$ cat src/logic/event_mask_consts.svh
// offsets, field positions, reset values and timing counts of the
// event mask and line interface control registers.
// assumes a 40 mhz core clock and a paged processor port.
`ifndef EVENT_MASK_CONSTS_SVH
`define EVENT_MASK_CONSTS_SVH

// register page and word addresses on the processor port
`define REG_PAGE            3'h1
`define EVT_MASK_ADDR       5'h1e
`define LINE_CTRL_ADDR      5'h1f
`define UNMAPPED_RDATA      8'h00

// reset values
`define EVT_MASK_RESET      8'h00
`define LINE_CTRL_RESET     8'h00

// mask register field positions
`define MASK_USED_W         5
`define MASK_LOOP_BIT       4
`define MASK_ONE_SEC_BIT    3
`define MASK_FIVE_SEC_BIT   2
`define MASK_BIT_MSG_BIT    1
`define MASK_SIG_BIT        0

// line interface control field positions
`define LINE_NRZ_BIT        7
`define LINE_TXL_LSB        4
`define LINE_EQ_DIS_BIT     3
`define LINE_RES_LSB        0
`define EQ_LEVEL_IDLE       3'h0

// timing
`define CLK_KHZ             40000
`define LOOP_CODE_TIME_MS   48
`define LOOP_CODE_CYCLES    (`LOOP_CODE_TIME_MS * `CLK_KHZ)
`define SIG_DEBOUNCE_TIME_US 8
`define SIG_DEBOUNCE_CYCLES ((`SIG_DEBOUNCE_TIME_US * `CLK_KHZ + 999) / 1000)

// bit oriented message framing and acceptance
`define BOM_FLAG_BYTE       8'hff
`define BOM_HISTORY         10
`define BOM_ACCEPT          8

`endif

$ cat src/logic/event_mask_pkg.sv
// types shared by the event mask and line interface control bank.
// assumes the constants header supplies all field positions.
package event_mask_pkg;

	// mask word, bit 7 downto 0
	typedef struct packed {
		logic [2:0] unused;
		logic       loop_code_irq_mask;
		logic       one_second_irq_mask;
		logic       five_second_irq_mask;
		logic       bit_message_irq_mask;
		logic       signaling_change_irq_mask;
	} event_mask_t;

	// line interface control word, bit 7 downto 0
	typedef struct packed {
		logic       nrz_format_select;
		logic [2:0] tx_build_out_select;
		logic       rx_equalizer_disable;
		logic [2:0] rx_equalization_level;
	} line_ctrl_t;

endpackage

$ cat src/logic/hold_timer.sv
// counts how long a level has stood without a break and pulses once.
// assumes the level comes from logic on the same clock.
`timescale 1ns/10ps
`default_nettype none

module hold_timer #(
	parameter int CYCLES = 16
) (
	input  wire logic i_clk,
	input  wire logic i_rst_b,
	input  wire logic i_level,
	input  wire logic i_restart,
	output logic      o_done
);
	localparam int W = $clog2(CYCLES + 1);

	logic [W-1:0] count;

	// count saturates so the pulse fires only once per stretch
	always_ff @(posedge i_clk or negedge i_rst_b) begin
		if (!i_rst_b) begin
			count <= '0;
		end else if (!i_level || i_restart) begin
			count <= '0;
		end else if (count != W'(CYCLES)) begin
			count <= count + 1'b1;
		end
	end

	// one pulse when the level has been seen for CYCLES samples
	always_ff @(posedge i_clk or negedge i_rst_b) begin
		if (!i_rst_b) begin
			o_done <= 1'b0;
		end else begin
			o_done <= i_level && !i_restart && (count == W'(CYCLES - 1));
		end
	end

endmodule // hold_timer

`default_nettype wire

$ cat src/logic/bit_message_detect.sv
// finds bit oriented messages in the data link and accepts a new one.
// assumes one data link bit per i_bit_valid, first bit first.
`timescale 1ns/10ps
`default_nettype none
`include "event_mask_consts.svh"

module bit_message_detect (
	input  wire logic       i_clk,
	input  wire logic       i_rst_b,
	input  wire logic       i_bit,
	input  wire logic       i_bit_valid,
	output logic            o_new_message,
	output logic [5:0]      o_message
);
	logic [15:0]                     shift;
	logic [15:0]                     next_shift;
	logic                            match;
	logic [`BOM_HISTORY-1:0][5:0]    hist;
	logic [`BOM_HISTORY-1:0]         hist_valid;
	logic                            accepted_valid;
	logic [3:0]                      hits;

	// matches of code among the nine newest older positions plus the new one
	function automatic logic [3:0] count_hits(
		input logic [5:0]                  code,
		input logic [`BOM_HISTORY-1:0][5:0] h,
		input logic [`BOM_HISTORY-1:0]      v
	);
		logic [3:0] n;
		n = 4'h1;
		for (int i = 0; i < `BOM_HISTORY - 1; i++) begin
			if (v[i] && h[i] == code) begin
				n = n + 4'h1;
			end
		end
		return n;
	endfunction

	// pattern 11111111 0 xxxxxx 0 ending in the newest bit
	always_comb begin
		next_shift = {shift[14:0], i_bit};
		match = i_bit_valid && next_shift[15:8] == `BOM_FLAG_BYTE &&
			!next_shift[7] && !next_shift[0];
		hits = count_hits(next_shift[6:1], hist, hist_valid);
	end

	// clearing after a hit stops overlapping frames from matching twice
	always_ff @(posedge i_clk or negedge i_rst_b) begin
		if (!i_rst_b) begin
			shift <= 16'h0000;
		end else if (match) begin
			shift <= 16'h0000;
		end else if (i_bit_valid) begin
			shift <= next_shift;
		end
	end

	// ten most recent message positions
	always_ff @(posedge i_clk or negedge i_rst_b) begin
		if (!i_rst_b) begin
			hist       <= '0;
			hist_valid <= '0;
		end else if (match) begin
			hist       <= {hist[`BOM_HISTORY-2:0], next_shift[6:1]};
			hist_valid <= {hist_valid[`BOM_HISTORY-2:0], 1'b1};
		end
	end

	// accept only a persistent code that differs from the last one
	always_ff @(posedge i_clk or negedge i_rst_b) begin
		if (!i_rst_b) begin
			o_new_message  <= 1'b0;
			o_message      <= 6'h00;
			accepted_valid <= 1'b0;
		end else begin
			o_new_message <= 1'b0;
			if (match && hits >= 4'(`BOM_ACCEPT) && (!accepted_valid ||
				next_shift[6:1] != o_message)) begin
				o_new_message  <= 1'b1;
				o_message      <= next_shift[6:1];
				accepted_valid <= 1'b1;
			end
		end
	end
endmodule // bit_message_detect

`default_nettype wire

$ cat src/logic/event_mask_line_config_regs.sv
// event mask word and line interface control word of a t1 framer,
// with the event detection they gate and the framer-only line format.
// assumes processor port strobes already on i_clk, one cycle wide.
`timescale 1ns/10ps
`default_nettype none
`include "event_mask_consts.svh"

module event_mask_line_config_regs #(
	parameter int LOOP_CODE_CYCLES = `LOOP_CODE_CYCLES,
	parameter int SIG_DEBOUNCE_CYCLES = `SIG_DEBOUNCE_CYCLES
) (
	input  wire logic       i_clk,
	input  wire logic       i_rst_b,
	input  wire logic [2:0] i_page,
	input  wire logic [4:0] i_addr,
	input  wire logic       i_reg_sel,
	input  wire logic       i_wr_en,
	input  wire logic       i_rd_en,
	input  wire logic [7:0] i_wdata,
	output logic      [7:0] o_rdata,
	input  wire logic       i_loop_up_detect,
	input  wire logic       i_loop_down_detect,
	input  wire logic       i_one_second_flag,
	input  wire logic       i_five_second_flag,
	input  wire logic       i_fdl_bit,
	input  wire logic       i_fdl_bit_valid,
	input  wire logic [3:0] i_signaling_bits,
	input  wire logic       i_abcd_mode,
	input  wire logic       i_signaling_debounce_enable,
	output logic            o_irq,
	output logic      [4:0] o_irq_source,
	output logic      [5:0] o_bit_message,
	input  wire logic       i_line_if_disable,
	input  wire logic       i_rx_line_in_a,
	input  wire logic       i_rx_line_in_b,
	output logic            o_rx_nrz_data,
	output logic            o_rx_pos,
	output logic            o_rx_neg,
	input  wire logic       i_tx_nrz,
	input  wire logic       i_tx_pos,
	input  wire logic       i_tx_neg,
	output logic            o_tx_line_out_a,
	output logic            o_tx_line_out_b,
	output logic      [2:0] o_tx_build_out_select,
	output logic            o_rx_equalizer_disable,
	output logic            o_rx_eq_force,
	output logic      [2:0] o_rx_equalization_level
);
	event_mask_pkg::event_mask_t event_mask_word_three;
	event_mask_pkg::line_ctrl_t  line_interface_control;

	logic       hit_mask;
	logic       hit_line;
	logic       one_second_prev;
	logic       five_second_prev;
	logic       loop_done;
	logic       bom_new;
	logic [3:0] sig_view;
	logic [3:0] sig_prev;
	logic [3:0] sig_accepted;
	logic       sig_differs;
	logic       sig_settled;
	logic       sig_change;
	logic [4:0] event_now;
	logic [4:0] event_gated;
	logic [2:0] rx_a_sync;
	logic [2:0] rx_b_sync;
	logic       rx_a;
	logic       rx_b;

	// address decode for one word on the selected page
	function automatic logic addr_hit(
		input logic [2:0] page,
		input logic [4:0] addr,
		input logic [4:0] word
	);
		return page == `REG_PAGE && addr == word;
	endfunction

	assign hit_mask = i_reg_sel && addr_hit(i_page, i_addr, `EVT_MASK_ADDR);
	assign hit_line = i_reg_sel && addr_hit(i_page, i_addr, `LINE_CTRL_ADDR);

	// mask word; the unused top bits are never stored
	always_ff @(posedge i_clk or negedge i_rst_b) begin
		if (!i_rst_b) begin
			event_mask_word_three <= `EVT_MASK_RESET;
		end else if (i_wr_en && hit_mask) begin
			event_mask_word_three <= {3'h0, i_wdata[`MASK_USED_W-1:0]};
		end
	end

	// line interface word
	always_ff @(posedge i_clk or negedge i_rst_b) begin
		if (!i_rst_b) begin
			line_interface_control <= `LINE_CTRL_RESET;
		end else if (i_wr_en && hit_line) begin
			line_interface_control <= i_wdata;
		end
	end

	// read data register; other addresses answer zero
	always_ff @(posedge i_clk or negedge i_rst_b) begin
		if (!i_rst_b) begin
			o_rdata <= `UNMAPPED_RDATA;
		end else if (i_rd_en) begin
			if (hit_mask) begin
				o_rdata <= event_mask_word_three;
			end else if (hit_line) begin
				o_rdata <= line_interface_control;
			end else begin
				o_rdata <= `UNMAPPED_RDATA;
			end
		end
	end

	// loop codes are timed together: a swap between them keeps counting
	hold_timer #(
		.CYCLES (LOOP_CODE_CYCLES)
	) u_loop_timer (
		.i_clk     (i_clk),
		.i_rst_b   (i_rst_b),
		.i_level   (i_loop_up_detect || i_loop_down_detect),
		.i_restart (1'b0),
		.o_done    (loop_done)
	);

	// status flag edge history
	always_ff @(posedge i_clk or negedge i_rst_b) begin
		if (!i_rst_b) begin
			one_second_prev  <= 1'b0;
			five_second_prev <= 1'b0;
		end else begin
			one_second_prev  <= i_one_second_flag;
			five_second_prev <= i_five_second_flag;
		end
	end

	bit_message_detect u_bit_message (
		.i_clk         (i_clk),
		.i_rst_b       (i_rst_b),
		.i_bit         (i_fdl_bit),
		.i_bit_valid   (i_fdl_bit_valid),
		.o_new_message (bom_new),
		.o_message     (o_bit_message)
	);

	// in ab mode the c and d positions are not compared
	assign sig_view = i_abcd_mode ? i_signaling_bits :
		{i_signaling_bits[3:2], 2'b00};
	assign sig_differs = sig_view != sig_accepted;

	// debounce restarts whenever the compared pattern moves again
	hold_timer #(
		.CYCLES (SIG_DEBOUNCE_CYCLES)
	) u_sig_debounce (
		.i_clk     (i_clk),
		.i_rst_b   (i_rst_b),
		.i_level   (sig_differs),
		.i_restart (sig_view != sig_prev),
		.o_done    (sig_settled)
	);

	assign sig_change = i_signaling_debounce_enable ? sig_settled :
		sig_differs;

	// accepted signaling state
	always_ff @(posedge i_clk or negedge i_rst_b) begin
		if (!i_rst_b) begin
			sig_prev     <= 4'h0;
			sig_accepted <= 4'h0;
		end else begin
			sig_prev <= sig_view;
			if (sig_change) begin
				sig_accepted <= sig_view;
			end
		end
	end

	// order matches the mask word bits 4 downto 0
	assign event_now = {
		loop_done,
		i_one_second_flag && !one_second_prev,
		i_five_second_flag && !five_second_prev,
		bom_new,
		sig_change
	};
	assign event_gated = event_now &
		event_mask_word_three[`MASK_USED_W-1:0];

	// interrupt request is a one cycle pulse per gated event
	always_ff @(posedge i_clk or negedge i_rst_b) begin
		if (!i_rst_b) begin
			o_irq_source <= 5'h00;
			o_irq        <= 1'b0;
		end else begin
			o_irq_source <= event_gated;
			o_irq        <= |event_gated;
		end
	end

	// three stage pin synchronisers
	always_ff @(posedge i_clk or negedge i_rst_b) begin
		if (!i_rst_b) begin
			rx_a_sync <= 3'h0;
			rx_b_sync <= 3'h0;
		end else begin
			rx_a_sync <= {rx_a_sync[1:0], i_rx_line_in_a};
			rx_b_sync <= {rx_b_sync[1:0], i_rx_line_in_b};
		end
	end

	// a level counts once the two later stages agree
	always_ff @(posedge i_clk or negedge i_rst_b) begin
		if (!i_rst_b) begin
			rx_a <= 1'b0;
			rx_b <= 1'b0;
		end else begin
			if (rx_a_sync[1] == rx_a_sync[2]) begin
				rx_a <= rx_a_sync[2];
			end
			if (rx_b_sync[1] == rx_b_sync[2]) begin
				rx_b <= rx_b_sync[2];
			end
		end
	end

	// digital line format, only meaningful with the analog front end off
	always_ff @(posedge i_clk or negedge i_rst_b) begin
		if (!i_rst_b) begin
			o_rx_nrz_data   <= 1'b0;
			o_rx_pos        <= 1'b0;
			o_rx_neg        <= 1'b0;
			o_tx_line_out_a <= 1'b0;
			o_tx_line_out_b <= 1'b0;
		end else if (!i_line_if_disable) begin
			o_rx_nrz_data   <= 1'b0;
			o_rx_pos        <= 1'b0;
			o_rx_neg        <= 1'b0;
			o_tx_line_out_a <= 1'b0;
			o_tx_line_out_b <= 1'b0;
		end else if (line_interface_control.nrz_format_select) begin
			o_rx_nrz_data   <= rx_a;
			o_rx_pos        <= 1'b0;
			o_rx_neg        <= 1'b0;
			o_tx_line_out_a <= 1'b0;
			o_tx_line_out_b <= i_tx_nrz;
		end else begin
			o_rx_nrz_data   <= 1'b0;
			o_rx_pos        <= rx_a;
			o_rx_neg        <= rx_b;
			o_tx_line_out_a <= i_tx_pos;
			o_tx_line_out_b <= i_tx_neg;
		end
	end

	// analog front end controls; any level code is passed on only while the equalizer disable bit is set
	always_ff @(posedge i_clk or negedge i_rst_b) begin
		if (!i_rst_b) begin
			o_tx_build_out_select   <= 3'h0;
			o_rx_equalizer_disable  <= 1'b0;
			o_rx_eq_force           <= 1'b0;
			o_rx_equalization_level <= `EQ_LEVEL_IDLE;
		end else begin
			o_tx_build_out_select <=
				line_interface_control.tx_build_out_select;
			o_rx_equalizer_disable <=
				line_interface_control.rx_equalizer_disable;
			o_rx_eq_force <= line_interface_control.rx_equalizer_disable;
			o_rx_equalization_level <=
				line_interface_control.rx_equalizer_disable ?
				line_interface_control.rx_equalization_level :
				`EQ_LEVEL_IDLE;
		end
	end
endmodule // event_mask_line_config_regs

`default_nettype wire

$ cat config.mk
export PLATFORM = sky130hd
export DESIGN_NAME = event_mask_line_config_regs
export DESIGN_NICKNAME = d
export VERILOG_FILES = /design/src/logic/event_mask_pkg.sv /design/src/logic/hold_timer.sv /design/src/logic/bit_message_detect.sv /design/src/logic/event_mask_line_config_regs.sv
export VERILOG_INCLUDE_DIRS = /design/src /design/src/logic
export SDC_FILE = /design/constraint.sdc
export NUM_CORES = 1
export LEC_CHECK = 0
export ABC_AREA = 1
export BUFFER_PORTS_ARGS = -buffer_cell sky130_fd_sc_hd__buf_4
export CAP_MARGIN = 20
export CORE_MARGIN = 1.5
export CORE_UTILIZATION = 55
export CTS_CLUSTER_DIAMETER = 100
export DETAILED_ROUTE_END_ITERATION = 16
export PLACE_DENSITY = 0.86
export SLEW_MARGIN = 30
export SYNTH_ARGS = -nofsm -noshare
export SYNTH_HDL_FRONTEND = slang
export SYNTH_HIERARCHICAL = 1
export SYNTH_SLANG_ARGS = --single-unit
$ cat constraint.sdc
create_clock -name i_clk -period 6.35 [get_ports i_clk]
set_clock_uncertainty 0.05 [all_clocks]
set_input_delay 1.5875 -clock i_clk [delete_from_list [all_inputs] [get_ports i_clk]]
set_output_delay 1.5875 -clock i_clk [all_outputs]
set_load 0.01 [all_outputs]
After elaboration in Yosys (flattened, before gate mapping)
Index checks and enable logic that the tools add are counted.
{ "totals": {"register_bits": 175, "inputBits": 39, "output_inout_bits": 33, "elab_cells": 150} }
{ "classes": {"add_sub_neg": 10, "order_cmp": 1, "n_eq_ne": 23, "muxes": 31, "n_bitwise": 1, "reduce_logical": 38} }
{ "ops": {"columns": ["operator", "n"], "rows": [
  ["6-bit == test", 9],
  ["21-bit two-way mux", 2],
  ["4-bit two-way mux", 8],
  ["15-bit two-way mux", 2],
  ["4-bit by 1-bit adder with 4-bit output, second input constant", 7],
  ["1-bit logical AND", 25],
  ["21-bit by 1-bit adder with 21-bit output, second input constant", 1],
  ["21-bit == test, second input constant", 1],
  ["21-bit != test, second input constant", 1],
  ["9-bit two-way mux", 2],
  ["8-bit two-way mux", 2],
  ["1-bit two-way mux", 12],
  ["5-bit == test, second input constant", 2],
  ["9-bit by 1-bit adder with 9-bit output, second input constant", 1],
  ["9-bit == test, second input constant", 1],
  ["9-bit != test, second input constant", 1],
  ["8-bit == test, second input constant", 1],
  ["4-bit != test", 2],
  ["1-bit zero test", 7],
  ["6-bit != test", 1],
  ["5-bit AND", 1],
  ["5-bit OR reduction", 1],
  ["4-bit >= comparator, second input constant", 1],
  ["2-bit two-way mux", 2],
  ["7 further kinds", 11]
]} }

Logic depth before layout (Yosys ltp)
{ "depth": {"depth_word": 23, "mapped_depth": 35, "ltp_nobuf": 34} }

By module
Netlist, hierarchy kept.
{ "modules_own_cells": {"columns": ["module", "instances", "cells_per_inst", "area_per_inst_um2", "seq_area_each_um2"], "rows": [
  ["bit_message_detect", 1, 628, 4842.1, 2152.1],
  ["event_mask_line_config_regs", 1, 233, 2273.4, 1426.4],
  ["hold_timer (u_loop_timer)", 1, 188, 1328.8, 550.5],
  ["hold_timer (u_sig_debounce)", 1, 85, 593.1, 250.2]
]} }

Worst setup path after synthesis
No wires, ideal clock.
{ "synth_path": {"path_type": "register -> register", "from": "register u_bit_message.shift[3]", "to": "register u_bit_message.o_message[0]", "setup_ns": 0.119, "arrival_ns": 4.618, "required_ns": 6.181, "slack_ns": 1.563, "path_stages_with_launch": 28, "path_buffers": 1, "period_less_slack_ns": 4.787, "cell_sequence": "dfrtp_1 buf_2 o22ai_1 nor2_1 o221ai_1 nor4_1 fa_1 inv_1 nand2_2 nand2_2 ha_1 nand2_1 nand2_1 ha_1 or2_1 nand2_1 inv_1 ha_1 nand2_1 nand2_1 ha_1 or2_2 nand2_1 nor3_2 nand3_2 nand4_4 nand2_1 nand2_1"} }
{ "synth_via": {"elab_chain_cells": 22, "elab_cells_between_ends": 40, "cone_classes": "8 x add/sub; 1 x order compare; 10 x eq/ne; 9 x mux; 12 x reduce/logical"} }
{ "synth_rtl": {"columns": ["element", "line", "rtl"], "rows": [
  ["start, declared", "bit_message_detect.sv:15", "logic [15:0] shift;"],
  ["start signal, assigned", "bit_message_detect.sv:54", "shift <= next_shift;"],
  ["6-bit == test", "bit_message_detect.sv:32", "if (v[i] && h[i] == code) begin"],
  ["1-bit logical AND", "bit_message_detect.sv:32", null],
  ["2-bit two-way mux", "bit_message_detect.sv:32", null],
  ["2-bit by 1-bit adder with 3-bit output", "bit_message_detect.sv:33", "n = n + 4'h1;"],
  ["4-bit two-way mux", "bit_message_detect.sv:32", null],
  ["4-bit by 1-bit adder with 4-bit output", "bit_message_detect.sv:33", null],
  ["4-bit two-way mux", "bit_message_detect.sv:32", null],
  ["4-bit by 1-bit adder with 4-bit output", "bit_message_detect.sv:33", null],
  ["(+6 left out)", null, null],
  ["4-bit two-way mux", "bit_message_detect.sv:32", null],
  ["4-bit by 1-bit adder with 4-bit output", "bit_message_detect.sv:33", null],
  ["4-bit two-way mux", "bit_message_detect.sv:32", null],
  ["4-bit by 1-bit adder with 4-bit output", "bit_message_detect.sv:33", null],
  ["4-bit two-way mux", "bit_message_detect.sv:32", null],
  ["4-bit >= comparator", "bit_message_detect.sv:77", "if (match && hits >= 4'(`BOM_ACCEPT) && (!accepted_valid ||"],
  ["1-bit logical AND", "bit_message_detect.sv:77", null],
  ["1-bit logical AND *", "bit_message_detect.sv:77", null],
  ["end signal, assigned", "bit_message_detect.sv:80", "o_message <= next_shift[6:1];"],
  ["end, declared", "bit_message_detect.sv:13", "output logic [5:0] o_message"]
]} }
Mark *: on every way between the ends. The rest lies on a longest branch, timed or not.
A chain may end at the register's enable or synchronous reset.

Final worst setup path
{ "layout_path": {"from": "register u_bit_message.shift[4]", "to": "register u_bit_message.o_message[4]"} }
{ "layout_via": {"elab_chain_cells": 22, "elab_cells_between_ends": 40, "cone_classes": "8 x add/sub; 1 x order compare; 10 x eq/ne; 9 x mux; 12 x reduce/logical"} }
{ "layout_rtl": {"columns": ["element", "line"], "rows": [
  ["6-bit == test", "bit_message_detect.sv:32"],
  ["1-bit logical AND", "bit_message_detect.sv:32"],
  ["2-bit two-way mux", "bit_message_detect.sv:32"],
  ["2-bit by 1-bit adder with 3-bit output", "bit_message_detect.sv:33"],
  ["4-bit two-way mux", "bit_message_detect.sv:32"],
  ["4-bit by 1-bit adder with 4-bit output", "bit_message_detect.sv:33"],
  ["4-bit two-way mux", "bit_message_detect.sv:32"],
  ["4-bit by 1-bit adder with 4-bit output", "bit_message_detect.sv:33"],
  ["(+5 left out)", null],
  ["4-bit by 1-bit adder with 4-bit output", "bit_message_detect.sv:33"],
  ["4-bit two-way mux", "bit_message_detect.sv:32"],
  ["4-bit by 1-bit adder with 4-bit output", "bit_message_detect.sv:33"],
  ["4-bit two-way mux", "bit_message_detect.sv:32"],
  ["4-bit by 1-bit adder with 4-bit output", "bit_message_detect.sv:33"],
  ["4-bit two-way mux", "bit_message_detect.sv:32"],
  ["4-bit >= comparator", "bit_message_detect.sv:77"],
  ["1-bit logical AND (2 in a row)", "bit_message_detect.sv:77"]
]} }
Parallel ways exist; a longest one is shown, timed or not.

==> metrics <==
gpl congestion=0.963; Async S/R FF share, synth=100%; max-slew violation count=0; crit path time final=5.41 ns; R2R Setup Slk=0.94 ns; Setup WS post-layout=0.936 ns; number of setup buffers added after CTS=0; slew margin rel.=roughly 46%; Slew @ Worst Pin=0.806 ns; Ports=72; Initial Utilization=56.7%; FF-to-FF Start=u_bit_message/shift[4]$_DFFE_PN0P_; Synth Area in Compound Gates=9.15%; multiplexer share of the synthesized area=0%; ys flop type=dfrtp_1; Placeable Area=15900 um2; drt pass-1 iters=5; Area contributors post-synth=dfrtp_1 48%, nand2_1 14%, inv_1 6.2%; Post-synth EDFFs=0; clk_lat worst skew=0.43 ns; Synth cell types=56; RSZ-0062 raised after global routing=no; Iteration-0 DRC Markers=561; CP Class=register to register; CTS Buf Count=17; FMAX=185 MHz; H-tree depth=4; Final Hold Viols=0; Total Power=roughly 2.4 mW; Yosys top cell area share=48.5%; fraction of the mapped netlist area in simple logic gates=29.7%; largest net degree at the start of global routing=75; post-CTS sizing=0; Row Count=46; via count=7601; crit start category=register; Hold Path Class=register to register; Synthesized Nets=1185; Setup violations, final=0; sequential area share after synthesis=between 40% and 50%; synthesized area=about 9000 um2; cts hold-fix bufs=0; CP endpoint kind=register; most common cell after layout, fill and taps aside=nand2_1; Max FO, Critical Path=12; Yosys warnings=6; Nets=1246; Worst R2R Path Depth=26; Hold WS=0.299 ns; die boundary height=131 um; status=complete, no violations; post-DP HPWL=13800 um; max-cap viol count=0; HP Start=rx_b_sync[0]$_DFF_PN0_; total grt overflow=0; initial antenna violation count=0; Post-Syn Instances=1134; Syn-to-layout area delta=13.5%; die width=131 um; placed cell count=1392; Post-Layout Cell Count=1424; Req. time, crit path=between 6 and 7 ns; Synth Area in XOR/XNOR=around 1.7%; CTS tree=built; Synth Register Bits=175; WHS Path Cells=0; first-pass GRT wire length=approximately 33000 um; # clock sinks=175; Post-Route WL=just under 20000 um; PortBufs=71; Yosys top cell by area=dfrtp_1; root buffer cell=clkbuf_16; drt wl/cell=13.6 um; Total GRT Usage=23.3%; Fin Setup TNS=0 ns; Vias/cell=5.34; crit path launch=u_bit_message/shift[4]$_DFFE_PN0P_; die footprint=17200 um2; period utilisation layout=85.3%; syn_area_per_cell=7.97 um2; number of global-route vias before repair=7091; main combinational cell family by area after synthesis=simple AND/OR/NAND/NOR gates; most frequent cells in the layout=328 x nand2_1, 175 x dfrtp_1, 150 x inv_1, 90 x o21ai_0, 87 x nor2_1; worst slack, placed=1.06 ns; Pwr Density=232 nW/um2; fraction of the mapped netlist area in adder cells=1.97%; drt drc=0; CTS clk-pin slew, worst paths=0.07 ns; n_diodes=0; Pleak=5.10 nW; Max clock buf depth=2; critical path arrival=5.67 ns; antenna viol nets, final=0; share of cells above drive strength 1=14.7%; VDD IR max=0.189 mV
## worst paths after layout
path	to
worst min-delay path	rx_b_sync[1]$_DFF_PN0_
max in group asynchronous	u_bit_message/hist[8]$_DFFE_PN0P_
worst max-delay path	u_bit_message/o_message[4]$_DFFE_PN0P_
worst max register to register	u_bit_message/o_message[4]$_DFFE_PN0P_
min in group asynchronous	sig_prev[3]$_DFF_PN0_
worst min register to register	rx_b_sync[1]$_DFF_PN0_
## area by class of cell
type                    instances  area [um2]
inverters                     162         609
flip-flops and latches        175        4380
fillers                      1277        5680
repair buffers                 76         578
multi-input cells             763        3860
well taps                     216         270
clock inverters                14         130
clock buffers                  18         429
## state kept, by name, summed over array words and instances (netlist names), 3 cells and up
| signal | count |
|---|---|
| u_bit_message/hist | 54 |
| u_loop_timer/count | 21 |
| u_bit_message/shift | 15 |
| u_bit_message/hist_valid | 9 |
| u_sig_debounce/count | 9 |
| line_interface_control | 8 |
| o_rdata | 8 |
| u_bit_message/o_message | 6 |
| event_mask_word_three | 5 |
| o_irq_source | 5 |
| sig_accepted | 4 |
| sig_prev | 4 |
| o_rx_equalization_level | 3 |
| o_tx_build_out_select | 3 |
| rx_a_sync | 3 |
| rx_b_sync | 3 |
## power breakdown
group	total (mW)	switching (mW)	leakage [nW]	internal [mW]
sequential	1.18	0.0370	2.32	1.14
clock	0.975	0.460	0.266	0.515
combinational	0.221	0.141	2.52	0.0801
total	2.38	0.637	5.10	1.74
## metrics by stage
stage | util (%) | instance area (um2)
global route | 64.4 | 10300
global placement | 60.8 | 9700
finish | 64.4 | 10300
detailed placement | 60.8 | 9700
CTS | 64.3 | 10300
floorplan | - | 9040
## synth_stat cells, types with 5 or more instances
master    count
a21oi_1      16
a221oi_1      5
buf_4         5
buf_6         5
clkbuf_1     18
dfrtp_1     175
ha_1         11
inv_1       150
inv_2         8
nand2_1     328
nand2_2      15
nand3_1      69
nand3_2      10
nand3b_1      6
nand4_1      23
nor2_1       87
nor2_2        5
nor2_4        9
nor3_1       11
o21ai_0      90
o21ai_2       5
o22ai_1      13
or2_2         5
xnor2_1       6
xor2_1       12
## worst max-delay path: stages (launching register included)
cell and delay, ns:
dfrtp_1 0.54, inv_1 0.37, o22ai_1 0.14, a2111oi_0 0.36, and2_1 0.30, fa_1 0.50, inv_1 0.13, nand2_2 0.09
nand2_2 0.07, ha_1 0.23, nand2_1 0.09, nand2_1 0.09, ha_1 0.27, or2_1 0.24, nand2_1 0.09, inv_1 0.06
ha_1 0.27, nand2_1 0.09, nand2_1 0.08, ha_1 0.27, or2_2 0.28, nand2_1 0.12, nor3_2 0.07, nand3_2 0.16
nand4_4 0.15, nand2_1 0.12, nand2_1 0.06
## cells by family after synthesis
| family | count (synthesis) |
|---|---|
| AND/OR/NAND/NOR | 586 |
| AO/OA/AOI/OAI | 144 |
| XOR/XNOR | 18 |
| flip-flops | 175 |
| other | 1 |
| buffers and inverters | 196 |
| adder cells (fa/ha/maj) | 14 |
## metal layers
layer / wire length, um / GRT usage, % / vias to the layer above
met4: 512 / 8.99 / 0
met5: 0 / 0 / -
met1: 8340 / 29.7 / 3551
met3: 1050 / 4.17 / 44
li1: - / - / 3729
met2: 9480 / 39.6 / 277
(Power assumes the default switching activity.)
